<file path="config.mk">
export PLATFORM = sky130hd
export DESIGN_NAME = adcc_ctrl
export DESIGN_NICKNAME = d
export VERILOG_FILES = /design/src/logic/adcc_pkg.sv /design/src/logic/adcc_ctrl.sv /design/src/logic/adcc_tad_gen.sv
export VERILOG_INCLUDE_DIRS = /design/src /design/src/logic
export SDC_FILE = /design/constraint.sdc
export NUM_CORES = 1
export LEC_CHECK = 0
export ABC_CLOCK_PERIOD_IN_PS = 3000
export BUFFER_PORTS_ARGS = -buffer_cell sky130_fd_sc_hd__buf_4
export CORE_ASPECT_RATIO = 0.5
export CORE_MARGIN = 3
export CORE_UTILIZATION = 40
export DETAILED_ROUTE_END_ITERATION = 7
export PLACE_DENSITY = 0.7
export SLEW_MARGIN = 25
export SYNTH_ARGS = -nofsm -noshare
export SYNTH_HDL_FRONTEND = slang
export SYNTH_HIERARCHICAL = 1
export SYNTH_SLANG_ARGS = --single-unit
</file>
<file path="constraint.sdc">
create_clock -name mclk_i -period 3 [get_ports mclk_i]
set_clock_uncertainty 0.2 [all_clocks]
set_input_delay 0.3 -clock mclk_i [delete_from_list [all_inputs] [get_ports mclk_i]]
set_output_delay 0.3 -clock mclk_i [all_outputs]
set_load 0.02 [all_outputs]
</file>
<file path="src/logic/adcc_cfg.svh">
/*
 * Constants of the converter control block: register indices, field
 * positions, reset values and conversion timing counts.
 * Assumes it is included by bare name from logic that uses them.
 */
`ifndef ADCC_CFG_SVH
`define ADCC_CFG_SVH

// register indices; byte address is four times the index
`define ADCC_IDX_RESULT     12'h01E
`define ADCC_IDX_CTRL       12'h01F
`define ADCC_IDX_IRQ        12'h020
`define ADCC_IDX_PINCFG     12'h09F

// conversion control fields
`define ADCC_CTRL_ON_BIT    0
`define ADCC_CTRL_GO_BIT    2
`define ADCC_CTRL_CHS_LSB   3
`define ADCC_CTRL_CLK_LSB   6
`define ADCC_CTRL_RESET     8'h00
`define ADCC_PINCFG_RESET   3'h0

// interrupt register fields
`define ADCC_IRQ_FLAG_BIT   0
`define ADCC_IRQ_EN_BIT     1

// half of one bit period less one, in oscillator cycles, per clock select
`define ADCC_HALF_DIV2      4'h0
`define ADCC_HALF_DIV8      4'h3
`define ADCC_HALF_DIV32     4'hF

// 9.5 bit periods are 19 half periods, counted 0 to 18
`define ADCC_HALF_LAST      5'h12
`define ADCC_HALF_TRIAL_END 5'h0F

`endif

</file>
<file path="src/logic/adcc_pkg.sv">
/*
 * Types of the converter control block.
 * Assumes adcc_cfg.svh carries the numeric constants.
 */
package adcc_pkg;

    typedef enum logic {
        ADCC_IDLE,
        ADCC_CONV
    } adcc_state_t;

    // drive toward the analog multiplexer, sample-hold and comparator
    typedef struct packed {
        logic       powered;
        logic       hold;
        logic [2:0] channel;
        logic [4:0] analog_pins;
        logic       vref_external;
        logic [7:0] trial_code;
    } adcc_analog_t;

endpackage

</file>
<file path="src/logic/adcc_ctrl.sv">
/*
 * Converter control block: APB register file, conversion sequencer with
 * successive approximation, go/done handshake, result and completion flag.
 * Assumes an APB master on mclk_i, a comparator answer that settles within
 * the cycle on mclk_i, a special event trigger pulse from logic on mclk_i, and an
 * internal RC clock that is asynchronous.
 */
//Function
//[RULE1] clock select picks osc/2, /8, /32 or RC
//[RULE2] channel field bits 5..3 routes channels 0..4
//[RULE3] writing go while on starts conversion
//[RULE4] hardware clears go when conversion finishes
//[RULE5] on bit powers converter; off draws nothing
//[RULE6] unused bits ignore writes, read zero
//[RULE7] pin config field sets analog/digital/reference roles
//[RULE8] completion loads result, clears go, sets flag
//[RULE9] result register kept across reset
//[RULE10] software waits acquisition before setting go
//[RULE11] software sets analog pins as inputs
//[RULE12] software follows configure, wait, start, poll sequence
//[RULE13] software waits two bit periods between conversions
//[RULE14] control bits reset to zero
//[RULE15] any reset aborts conversion, turns converter off
//[RULE16] conversion lasts nine and a half bit periods
//[RULE17] special trigger starts conversion only when on
//[RULE18] software avoids go in the power-on write
//[RULE19] turning off mid-conversion abandons it quietly
//[RULE20] interrupt while flag and enable both set
`timescale 1ns/1ps
`include "adcc_cfg.svh"

module adcc_ctrl #(
    parameter int DATA_W = 8
) (
    input  wire logic                 mclk_i,
    input  wire logic                 rst_n_i,
    input  wire logic                 psel_i,
    input  wire logic                 penable_i,
    input  wire logic                 pwrite_i,
    input  wire logic [11:0]          paddr_i,
    input  wire logic [31:0]          pwdata_i,
    output logic      [31:0]          prdata_o,
    output logic                      pready_o,
    output logic                      pslverr_o,
    input  wire logic                 cmp_above_i,
    input  wire logic                 rc_clk_i,
    input  wire logic                 special_trigger_i,
    output adcc_pkg::adcc_analog_t    analog_o,
    output logic                      irq_o
);
    import adcc_pkg::*;

    initial begin
        if (DATA_W != 8) begin
            $error("adcc_ctrl serves an 8-bit result only");
        end
    end

    // register index match for an aligned word address
    function automatic logic hit(input logic [11:0] addr, input logic [11:0] idx);
        hit = (addr[1:0] == 2'b00) && (addr[11:2] == idx[9:0]);
    endfunction

    adcc_state_t       state;
    logic [1:0]        clk_sel;
    logic [2:0]        chan_sel;
    logic              go_busy;
    logic              conv_on;
    logic [2:0]        pin_cfg;
    logic [DATA_W-1:0] result;
    logic              flag;
    logic              irq_en;
    logic [4:0]        half_cnt;
    logic [DATA_W-1:0] trial;
    logic [DATA_W-1:0] probe;
    logic              half_tick;

    // bus decode
    logic        setup;
    logic        wr_access;
    logic        sel_ctrl;
    logic        sel_pin;
    logic        sel_res;
    logic        sel_irq;
    logic        mapped;
    logic        wr_ctrl;
    logic        wr_pin;
    logic        wr_irq;
    logic [31:0] read_word;

    assign setup     = psel_i && !penable_i;
    assign wr_access = psel_i && penable_i && pready_o && pwrite_i;
    assign sel_ctrl  = hit(paddr_i, `ADCC_IDX_CTRL);
    assign sel_pin   = hit(paddr_i, `ADCC_IDX_PINCFG);
    assign sel_res   = hit(paddr_i, `ADCC_IDX_RESULT);
    assign sel_irq   = hit(paddr_i, `ADCC_IDX_IRQ);
    assign mapped    = sel_ctrl || sel_pin || sel_res || sel_irq;
    assign wr_ctrl   = wr_access && sel_ctrl;
    assign wr_pin    = wr_access && sel_pin;
    assign wr_irq    = wr_access && sel_irq;

    // readback; bit 1 of control and bits 7..3 of pin config read zero
    logic [7:0] ctrl_word;
    assign ctrl_word = {clk_sel, chan_sel, go_busy, 1'b0, conv_on}; // [RULE6]
    assign read_word = sel_ctrl ? {24'h000000, ctrl_word} :
                       sel_pin  ? {29'h00000000, pin_cfg} : // [RULE6]
                       sel_res  ? {24'h000000, result} :
                       sel_irq  ? {30'h00000000, irq_en, flag} : 32'h00000000;

    // start and completion conditions
    logic new_on;
    logic sw_start;
    logic trig_start;
    logic start;
    logic finish;
    logic abort;
    logic trial_step;

    assign new_on     = wr_ctrl ? pwdata_i[`ADCC_CTRL_ON_BIT] : conv_on;
    // go only counts when the converter was already on before this write
    assign sw_start   = wr_ctrl && pwdata_i[`ADCC_CTRL_GO_BIT] && conv_on; // [RULE3]
    assign trig_start = special_trigger_i && conv_on; // [RULE17]
    assign start      = (state == ADCC_IDLE) && (sw_start || trig_start) && new_on;
    assign abort      = (state == ADCC_CONV) && !new_on; // [RULE19]
    assign finish     = (state == ADCC_CONV) && half_tick && !abort
                        && (half_cnt == `ADCC_HALF_LAST); // [RULE16]
    assign trial_step = (state == ADCC_CONV) && half_tick && half_cnt[0]
                        && (half_cnt <= `ADCC_HALF_TRIAL_END);

    // per-bit clock for the sequencer
    adcc_tad_gen u_tad (
        .mclk_i      (mclk_i),
        .rst_n_i     (rst_n_i),
        .run_i       (state == ADCC_CONV),
        .sel_i       (clk_sel),
        .rc_clk_i    (rc_clk_i),
        .half_tick_o (half_tick)
    );

    // comparator follows the held trial code on this clock; a two-flop
    // crossing would make each decision see a stale trial at osc/2, where
    // a bit period is only two cycles long

    // APB answer: registered, zero wait states, error on unmapped word
    always_ff @(posedge mclk_i) begin
        if (!rst_n_i) begin
            pready_o  <= 1'b0;
            pslverr_o <= 1'b0;
            prdata_o  <= 32'h00000000;
        end else begin
            pready_o  <= setup;
            pslverr_o <= setup && !mapped;
            prdata_o  <= (setup && !pwrite_i) ? read_word : 32'h00000000;
        end
    end

    // software-owned control fields
    always_ff @(posedge mclk_i) begin
        if (!rst_n_i) begin
            clk_sel  <= 2'b00; // [RULE14] [RULE15]
            chan_sel <= 3'b000;
            conv_on  <= 1'b0;
            pin_cfg  <= `ADCC_PINCFG_RESET;
            irq_en   <= 1'b0;
        end else begin
            if (wr_ctrl) begin
                clk_sel  <= pwdata_i[`ADCC_CTRL_CLK_LSB +: 2];
                chan_sel <= pwdata_i[`ADCC_CTRL_CHS_LSB +: 3]; // [RULE2]
                conv_on  <= pwdata_i[`ADCC_CTRL_ON_BIT]; // [RULE5]
            end
            if (wr_pin) begin
                pin_cfg <= pwdata_i[2:0]; // [RULE6]
            end
            if (wr_irq) begin
                irq_en <= pwdata_i[`ADCC_IRQ_EN_BIT];
            end
        end
    end

    // sequencer state and go/done; software writing go as 0 is ignored
    always_ff @(posedge mclk_i) begin
        if (!rst_n_i) begin
            state    <= ADCC_IDLE; // [RULE15]
            go_busy  <= 1'b0;
            half_cnt <= 5'h00;
        end else if (start) begin
            state    <= ADCC_CONV;
            go_busy  <= 1'b1; // [RULE3] [RULE17]
            half_cnt <= 5'h00;
        end else if (finish || abort) begin
            state    <= ADCC_IDLE;
            go_busy  <= 1'b0; // [RULE4] [RULE19]
            half_cnt <= 5'h00;
        end else if (state == ADCC_CONV && half_tick) begin
            half_cnt <= half_cnt + 5'h01;
        end
    end

    // successive approximation: one bit decided every bit period
    always_ff @(posedge mclk_i) begin
        if (!rst_n_i || start) begin
            trial <= {1'b1, {(DATA_W-1){1'b0}}};
            probe <= {1'b1, {(DATA_W-1){1'b0}}};
        end else if (trial_step) begin
            trial <= (cmp_above_i ? trial : (trial & ~probe)) | (probe >> 1);
            probe <= probe >> 1;
        end
    end

    // result is left alone by reset so it survives until the next finish
    always_ff @(posedge mclk_i) begin
        if (finish) begin
            result <= trial; // [RULE8] [RULE9]
        end
    end

    // completion flag: a finish in the clearing cycle wins over the clear
    always_ff @(posedge mclk_i) begin
        if (!rst_n_i) begin
            flag <= 1'b0;
        end else if (finish) begin
            flag <= 1'b1; // [RULE8]
        end else if (wr_irq && !pwdata_i[`ADCC_IRQ_FLAG_BIT]) begin
            flag <= 1'b0; // [RULE20]
        end
    end

    // pin role decode from the configuration field
    logic [4:0] analog_pins;
    logic       vref_ext;
    assign analog_pins = pin_cfg[2:1] == 2'b11 ? 5'b00000 :
                         pin_cfg[2]   ? 5'b11001 : 5'b11111; // [RULE7]
    assign vref_ext    = pin_cfg[0] && (pin_cfg[2:1] != 2'b11); // [RULE7]

    // analog side and interrupt, all from flops
    always_ff @(posedge mclk_i) begin
        if (!rst_n_i) begin
            analog_o <= '0;
            irq_o    <= 1'b0;
        end else begin
            analog_o.powered       <= conv_on; // [RULE5]
            analog_o.hold          <= (state == ADCC_CONV);
            analog_o.channel       <= chan_sel; // [RULE2]
            analog_o.analog_pins   <= analog_pins;
            analog_o.vref_external <= vref_ext;
            analog_o.trial_code    <= trial;
            irq_o                  <= flag && irq_en; // [RULE20]
        end
    end
endmodule

</file>
<file path="src/logic/adcc_tad_gen.sv">
/*
 * Half-bit-period tick generator: divides the oscillator or follows the
 * internal RC clock, depending on the clock select.
 * Assumes mclk_i is the oscillator and rc_clk_i is asynchronous to it.
 */
`timescale 1ns/1ps
`include "adcc_cfg.svh"

module adcc_tad_gen (
    input  wire logic       mclk_i,
    input  wire logic       rst_n_i,
    input  wire logic       run_i,
    input  wire logic [1:0] sel_i,
    input  wire logic       rc_clk_i,
    output logic            half_tick_o
);
    logic [3:0] cnt;
    logic [3:0] reload;
    logic       rc_meta;
    logic       rc_sync;
    logic       rc_last;
    logic       rc_edge;
    logic       div_tick;

    // each half period of the conversion clock, in oscillator cycles less one
    assign reload   = (sel_i == 2'b00) ? `ADCC_HALF_DIV2 :
                      (sel_i == 2'b01) ? `ADCC_HALF_DIV8 : `ADCC_HALF_DIV32;
    assign div_tick = (cnt == 4'h0);
    assign rc_edge  = rc_sync ^ rc_last;

    // rc clock crosses in two flops; edges are seen on the second only
    always_ff @(posedge mclk_i) begin
        rc_meta <= rc_clk_i;
        rc_sync <= rc_meta;
        rc_last <= rc_sync;
    end

    // divider reloads while idle, so the first half period is a full one
    always_ff @(posedge mclk_i) begin
        if (!rst_n_i) begin
            cnt         <= 4'h0;
            half_tick_o <= 1'b0;
        end else if (!run_i) begin
            cnt         <= reload;
            half_tick_o <= 1'b0;
        end else begin
            cnt         <= div_tick ? reload : cnt - 4'h1;
            half_tick_o <= (sel_i == 2'b11) ? rc_edge : div_tick; // [RULE1]
        end
    end
endmodule

</file>
## Word-level counts from Yosys, hierarchy flattened

Index checks and enable logic that the tools add are counted.

- Logic and storage cells: 114
- Output and inout port bits: 54
- Bits of input ports: 52
- Register bits after elaboration: 103

- Bitwise operators: 7
- Equal/unequal tests: 9
- Reductions and logical operators: 51
- Mux-type cells: 16
- Add/subtract/negate cells: 2
- Order comparisons: 1

Operators with widths:

| operator | count |
|---|---|
| $mux 8 | 4 |
| $logic_and 1x1->1 | 27 |
| $eq 10x5->1 const B | 2 |
| $mux 4 | 4 |
| $eq 10x6->1 const B | 1 |
| $eq 10x8->1 const B | 1 |
| $and 8x8->8 | 1 |
| $not 8->8 | 1 |
| $or 8x7->8 | 1 |
| $logic_not 1->1 | 7 |
| $logic_or 1x1->1 | 6 |
| $mux 1 | 6 |
| $reduce_or 3->1 | 2 |
| $add 5x1->5 const B | 1 |
| $eq 5x5->1 const B | 1 |
| $le 5x4->1 const B | 1 |
| $reduce_or 5->1 | 1 |
| $eq 2x2->1 const B | 2 |
| $logic_not 2->1 | 2 |
| $logic_not 4->1 | 1 |
| $reduce_and 2->1 | 2 |
| $reduce_bool 2->1 | 2 |
| $sub 4x1->4 const B | 1 |
| $mux 3 | 1 |
| other kinds (6) | 8 |

## Logic depth before layout (Yosys ltp)

- Depth in word-level cells: 13
- Depth in mapped cells: 7
- Gate-level depth less buffers: 7

## Cells and area by module

Netlist, hierarchy kept.

Modules (own cells, without submodules):

| module | cells each | times used | sequential area each (um2) | area each (um2) |
|---|---|---|---|---|
| adcc_ctrl | 288 | 1 | 1,441.4 | 2,860.2 |
| adcc_tad_gen | 34 | 1 | 160.2 | 330.3 |

## Worst setup path after synthesis

No wires, ideal clock.

- Path kind: flip-flop to flip-flop
- Start: reg pready_o
- End: reg result[0], enable pin
- Library setup time: 0.370 ns
- Buffers on the path: 1
- Arrival time: 1.567 ns
- Cell stages (with the launch flop): 6
- Data required time: 2.430 ns
- Path slack: 0.863 ns
- Clock period less this slack: 2.137 ns
- Cells stage by stage: dfxtp_1 -> nand4_1 -> and4b_4 -> buf_12 -> mux2i_1 -> nor2_1

- Longest elaborated chain between the ends: 9

RTL lines:

| what | line | text |
|---|---|---|
| from (decl) | adcc_ctrl.sv:43 | `output logic pready_o,` |
| from (signal assigned) | adcc_ctrl.sv:151 | `pready_o <= setup;` |
| $logic_and 1x1->1 (2 in a row) | adcc_ctrl.sv:92 | `assign wr_access = psel_i && penable_i && pready_o && pwrite_i;` |
| $logic_and 1x1->1 | adcc_ctrl.sv:98 | `assign wr_ctrl = wr_access && sel_ctrl;` |
| $mux 1 | - |  |
| $logic_not 1->1 | adcc_ctrl.sv:124 | `assign abort = (state == ADCC_CONV) && !new_on;` |
| $logic_and 1x1->1 | adcc_ctrl.sv:124 |  |
| $logic_not 1->1 | adcc_ctrl.sv:125 | `assign finish = (state == ADCC_CONV) && half_tick && !abort` |
| $logic_and 1x1->1 (2 in a row) | adcc_ctrl.sv:125 |  |
| via finish | adcc_ctrl.sv:115 | `logic finish;` |
| to (signal assigned) | adcc_ctrl.sv:213 | `result <= trial;` |
| to (decl) | adcc_ctrl.sv:70 | `logic [DATA_W-1:0] result;` |

The timed path passes the listed nets, and every way through them passes these cells.
A chain may end at the register's enable or synchronous reset.

## Worst setup path in the final report

- Start: in penable_i
- End: reg probe[4]

- Longest elaborated chain between the ends: 10
- Elaborated cells between the ends (all ways): 11
- Those cells by class: mux (1); reduce/logical (10)

RTL lines:

| what | line | text |
|---|---|---|
| from (decl) | adcc_ctrl.sv:38 | `input wire logic penable_i,` |
| $logic_and 1x1->1 * (3 in a row) | adcc_ctrl.sv:92 |  |
| $logic_and 1x1->1 * | adcc_ctrl.sv:98 |  |
| $logic_and 1x1->1 (2 in a row) | adcc_ctrl.sv:121 | `` assign sw_start = wr_ctrl && pwdata_i[`ADCC_CTRL_GO_BIT] && conv_on; `` |
| $logic_or 1x1->1 | adcc_ctrl.sv:123 | `assign start = (state == ADCC_IDLE) && (sw_start \|\| trig_start) && new_on;` |
| $logic_and 1x1->1 | adcc_ctrl.sv:123 |  |
| $logic_and 1x1->1 * | adcc_ctrl.sv:123 |  |
| $logic_or 1x1->1 * | adcc_ctrl.sv:201 | `if (!rst_n_i \|\| start) begin` |
| to (signal assigned) | adcc_ctrl.sv:203 | `probe <= {1'b1, {(DATA_W-1){1'b0}}};` |
| to (signal assigned) | adcc_ctrl.sv:206 | `probe <= probe >> 1;` |
| to (decl) | adcc_ctrl.sv:75 | `logic [DATA_W-1:0] probe;` |

Every way passes the cells marked *; elsewhere a longest branch is shown, timed or not.

==> report_table.html <==
<table>
<tr><th>Metric</th><th>Value</th></tr>
<tr><th colspan="2">Status</th></tr>
<tr><td>Status</td><td>finished clean</td></tr>
<tr><th colspan="2">Worst setup path</th></tr>
<tr><td>Crit path arrival time</td><td>approximately 2400 ps</td></tr>
<tr><td>Top fanout value on the critical path</td><td>16</td></tr>
<tr><td>Type of origin of the critical path</td><td>primary input</td></tr>
<tr><td>Worst Setup SP</td><td>penable_i</td></tr>
<tr><td>Type of the worst setup path</td><td>primary input to flop</td></tr>
<tr><td>R2r startpoint</td><td>pready_o$_SDFF_PN0_</td></tr>
<tr><td>Required time of the critical path</td><td>2990 ps</td></tr>
<tr><td>Crit path capture type</td><td>flop</td></tr>
<tr><th colspan="2">Synthesis</th></tr>
<tr><td>Number of synthesized flops with an enable pin</td><td>8</td></tr>
<tr><td>Count of mapped cells out of synthesis</td><td>roughly 320</td></tr>
<tr><td>Syn avg cell area</td><td>between 9 and 10 sq um</td></tr>
<tr><td>Dominant cell type by area after synthesis</td><td>dfxtp_1</td></tr>
<tr><td>FF+latch count, synth</td><td>76</td></tr>
<tr><td>Leading cell types by total area after synthesis</td><td>dfxtp_1, edfxtp_1, buf_4</td></tr>
<tr><td>Number of distinct library cell variants in the gate-level netlist after synthesis</td><td>58</td></tr>
<tr><td>Yosys top cell area share</td><td>between 40% and 50%</td></tr>
<tr><td>Dominant register cell in the synthesized netlist</td><td>dfxtp_1</td></tr>
<tr><td>Share of async-settable or async-resettable flops after synthesis</td><td>0%</td></tr>
<tr><td>Leading post-synthesis cells by instance count</td><td>dfxtp_1, nand2_1, buf_4</td></tr>
<tr><td>Share of the yosys chip area belonging to registers</td><td>50.20%</td></tr>
<tr><td>Most used standard cell by instance count after synthesis</td><td>dfxtp_1</td></tr>
<tr><td>Post-synthesis instance area</td><td>between 3000 and 4000 sq um</td></tr>
<tr><td>Synth Warn #</td><td>6</td></tr>
<tr><th colspan="2">Clock network</th></tr>
<tr><td>Worst-skew pair later-pin latency</td><td>between 300 and 400 ps</td></tr>
<tr><td>CTS H-Tree Depth</td><td>3</td></tr>
<tr><td>TritonCTS Sinks</td><td>76</td></tr>
<tr><td>Postcts setup bufs</td><td>0</td></tr>
<tr><td>Clock Root Buffer</td><td>clkbuf_16</td></tr>
<tr><td>Post-CTS clock slew at the launch and capture registers of the worst setup and hold paths</td><td>approximately 60 ps</td></tr>
<tr><td>Number of buffers on the longest clock path</td><td>2</td></tr>
<tr><td>PostCTS Resize Cnt</td><td>0</td></tr>
<tr><td>Total of hold buffers inserted after clock tree synthesis</td><td>2</td></tr>
<tr><td>TritonCTS clock tree</td><td>done</td></tr>
<tr><td>Number of clock buffers inserted by TritonCTS</td><td>9</td></tr>
<tr><th colspan="2">GRT</th></tr>
<tr><td>GRT Total Usage</td><td>13.91%</td></tr>
<tr><td>Global routing usage on met1</td><td>18.03%</td></tr>
<tr><td>GR met3 Demand/Resource</td><td>about 5.2%</td></tr>
<tr><td>Maximum number of pins on one net before global-route repair</td><td>between 40 and 50</td></tr>
<tr><td>Fraction of met2 tracks used by global routing</td><td>between 20% and 30%</td></tr>
<tr><td>Global routing's busiest layer</td><td>met2</td></tr>
<tr><td>Global route total overflow</td><td>0</td></tr>
<tr><td>Via count of the first global-routing pass</td><td>2139</td></tr>
<tr><td>Global-route wire length before repair</td><td>approximately 10000 um</td></tr>
<tr><td>Number of antenna violations at the first check in global routing</td><td>0</td></tr>
<tr><th colspan="2">Cells and area</th></tr>
<tr><td>Fraction of final layout cells with drive strength greater than 1</td><td>a little under a quarter</td></tr>
<tr><td>Multi-input combinational cell area</td><td>around 1400 sq um</td></tr>
<tr><td>Layout filler cell count</td><td>~730</td></tr>
<tr><td>Area taken by flip-flops and latches</td><td>roughly 1600 sq um</td></tr>
<tr><td>Final net count</td><td>435</td></tr>
<tr><td>P&amp;R area growth vs syn</td><td>23.80%</td></tr>
<tr><td>Antenna Diode Count</td><td>0</td></tr>
<tr><td>Finished Core Util</td><td>a little over half</td></tr>
<tr><td>Final design instance area without fill</td><td>about 4000 sq um</td></tr>
<tr><th colspan="2">Floorplan</th></tr>
<tr><td>Die Width</td><td>about 130 um</td></tr>
<tr><td>Io pins</td><td>106</td></tr>
<tr><td>Die extent in y</td><td>about 69 um</td></tr>
<tr><td>Std-Cell Core Area</td><td>about 7500 sq um</td></tr>
<tr><td>Die footprint</td><td>9149 sq um</td></tr>
<tr><td># rows</td><td>22</td></tr>
<tr><td>Initial core utilization</td><td>a little over two fifths</td></tr>
<tr><th colspan="2">Timing</th></tr>
<tr><td>Final hold violations</td><td>0</td></tr>
<tr><td>Worst Tran Pin Value</td><td>a little over 500 ps</td></tr>
<tr><td>Hold Slack</td><td>between 10 and 15 ps</td></tr>
<tr><td>Number of slew-limit violations in the final report</td><td>0</td></tr>
<tr><td>Min setup slack post-route</td><td>about 640 ps</td></tr>
<tr><td>Fin Setup TNS</td><td>0 ps</td></tr>
<tr><td>Min Tclk post-route</td><td>2364 ps</td></tr>
<tr><td>Final worst-path cycle share</td><td>approximately four fifths</td></tr>
<tr><td>Achievable frequency</td><td>between 400 and 500 MHz</td></tr>
<tr><td>Unrepaired setup endpoints after global routing</td><td>no</td></tr>
<tr><td>Endpoints failing setup</td><td>0</td></tr>
<tr><td>Slew margin rel.</td><td>between 60 and 70%</td></tr>
<tr><th colspan="2">Route</th></tr>
<tr><td>Router iterations before antenna repair</td><td>4</td></tr>
<tr><td>Post-route DRC violation count</td><td>0</td></tr>
<tr><td>Vias after detailed routing</td><td>between 2000 and 2500</td></tr>
<tr><td>Post-route ant nets</td><td>0</td></tr>
<tr><td>Violation count after the first detailed-route iteration</td><td>109</td></tr>
<tr><td>Routed wire length</td><td>approximately 6400 um</td></tr>
<tr><td>Routed via count divided by cell count</td><td>4.752</td></tr>
<tr><td>Detailed-route wire length per cell</td><td>between 10 and 15 um</td></tr>
<tr><th colspan="2">Place</th></tr>
<tr><td>Setup slack at placement</td><td>between 600 and 700 ps</td></tr>
<tr><td>Final weighted congestion in routability-driven placement</td><td>roughly 0.82</td></tr>
<tr><td>Half-perimeter wire length after detailed placement</td><td>4500 um</td></tr>
<tr><td>Placed Area</td><td>about 3600 sq um</td></tr>
<tr><td>Port Buffers</td><td>57</td></tr>
<tr><th colspan="2">Pwr</th></tr>
<tr><td>Power density over the cells</td><td>594.8 nW/um^2</td></tr>
<tr><td>Largest vdd supply drop</td><td>about 0.29 mV</td></tr>
<tr><td>Leak Pwr</td><td>between 0.0015 and 0.002 uW</td></tr>
<tr><th colspan="2">Worst hold path</th></tr>
<tr><td>Worst hold path class</td><td>primary input to flop</td></tr>
<tr><td>Worst min-delay path startpoint</td><td>pwdata_i[1]</td></tr>
<tr><th colspan="2">Job</th></tr>
<tr><td>MaxCap Viol Count</td><td>0</td></tr>
</table>
==> cells by family after synthesis <==
group           Yosys count  synth area share, %
flops                    76                50.20
simple gates            112                19.57
mux                      11                3.529
xor+xnor                  5                1.373
compound gates           64                13.84
buf+inv                  49                9.804
fa+ha+maj                 4                1.569
other cells               1               0.1175
==> sequential cells by signal, indices dropped and copies added (netlist names), 2 cells and up <==
register and cells:
half_cnt 5, analog_o 16, trial 8, probe 8, prdata_o 8, pin_cfg 3
result 8, u_tad/cnt 4, chan_sel 3, clk_sel 2
==> metrics by stage <==
step / instances / total power (uW)
4_1_cts: 492 / 2370
3_3_place_gp: 474 / 1165
5_1_grt: 492 / 2425
3_5_place_dp: 474 / 1167
2_1_floorplan: 345 / 1143
6_report: 492 / 2349
==> layout by cell type (no fill, tap or decap), drive strengths merged, types with 4 or more instances in the layout <==
| cell | synthesis | layout |
|---|---|---|
| and3 | 6 | 6 |
| ha | 4 | 4 |
| edfxtp | 8 | 8 |
| and2 | 15 | 15 |
| a22oi | 6 | 6 |
| a31oi | 5 | 5 |
| inv | 10 | 12 |
| buf | 33 | 60 |
| dfxtp | 68 | 68 |
| conb | 1 | 24 |
| nand3 | 7 | 7 |
| o21ai | 16 | 16 |
| clkbuf | 6 | 10 |
| a21oi | 19 | 19 |
| mux2i | 9 | 9 |
| nor2 | 20 | 20 |
| nand2b | 7 | 7 |
| nand2 | 28 | 28 |
| nor2b | 9 | 9 |
==> report_power, final <==
part / total (uW) / switching (uW) / leakage (uW) / internal [uW]
logic: 115 / 71.8 / 0.000731 / 43.3
registers: 1030 / 2.38 / 0.000628 / 1030
clock network: 1200 / 418 / 0.000169 / 785
total: 2350 / 492 / 0.00153 / 1860
==> worst max-delay path, cell delays in order <==
cell and delay [ps]:
dlygate4sd3_1 540, buf_4 150, nand4_1 150, and4b_4 310
a211o_4 380, o21ai_4 440, a21oi_1 80
==> cell type report <==
cell class	instances	share of cell area (%)
repair buffers	62	11.91
clock buffers	10	6.335
clock inverters	6	2.344
flip-flops and latches	76	40.54
well taps	108	3.421
inverters	10	0.9503
multi-input cells	220	34.49
==> per-layer routing <==
layer	vias up	routed length [um]	share of wire (%)
met4	0	41	0.64
met2	73	2822	44
met3	6	426	6.7
met5	-	0	0
met1	1079	3095	48
li1	1180	-	-
==> path summary, 6_finish.rpt <==
check	to	slack (ps)	depth (start not counted)
worst max-delay path	probe[4]$_SDFFE_PP0P_	640	7
worst min-delay path	pin_cfg[1]$_SDFFE_PN0P_	10	3
worst min register to register	u_tad/rc_sync$_DFF_P_	140	0
worst max register to register	probe[4]$_SDFFE_PP0P_	940	5
No activity file was read; power rests on OpenSTA's default activity.
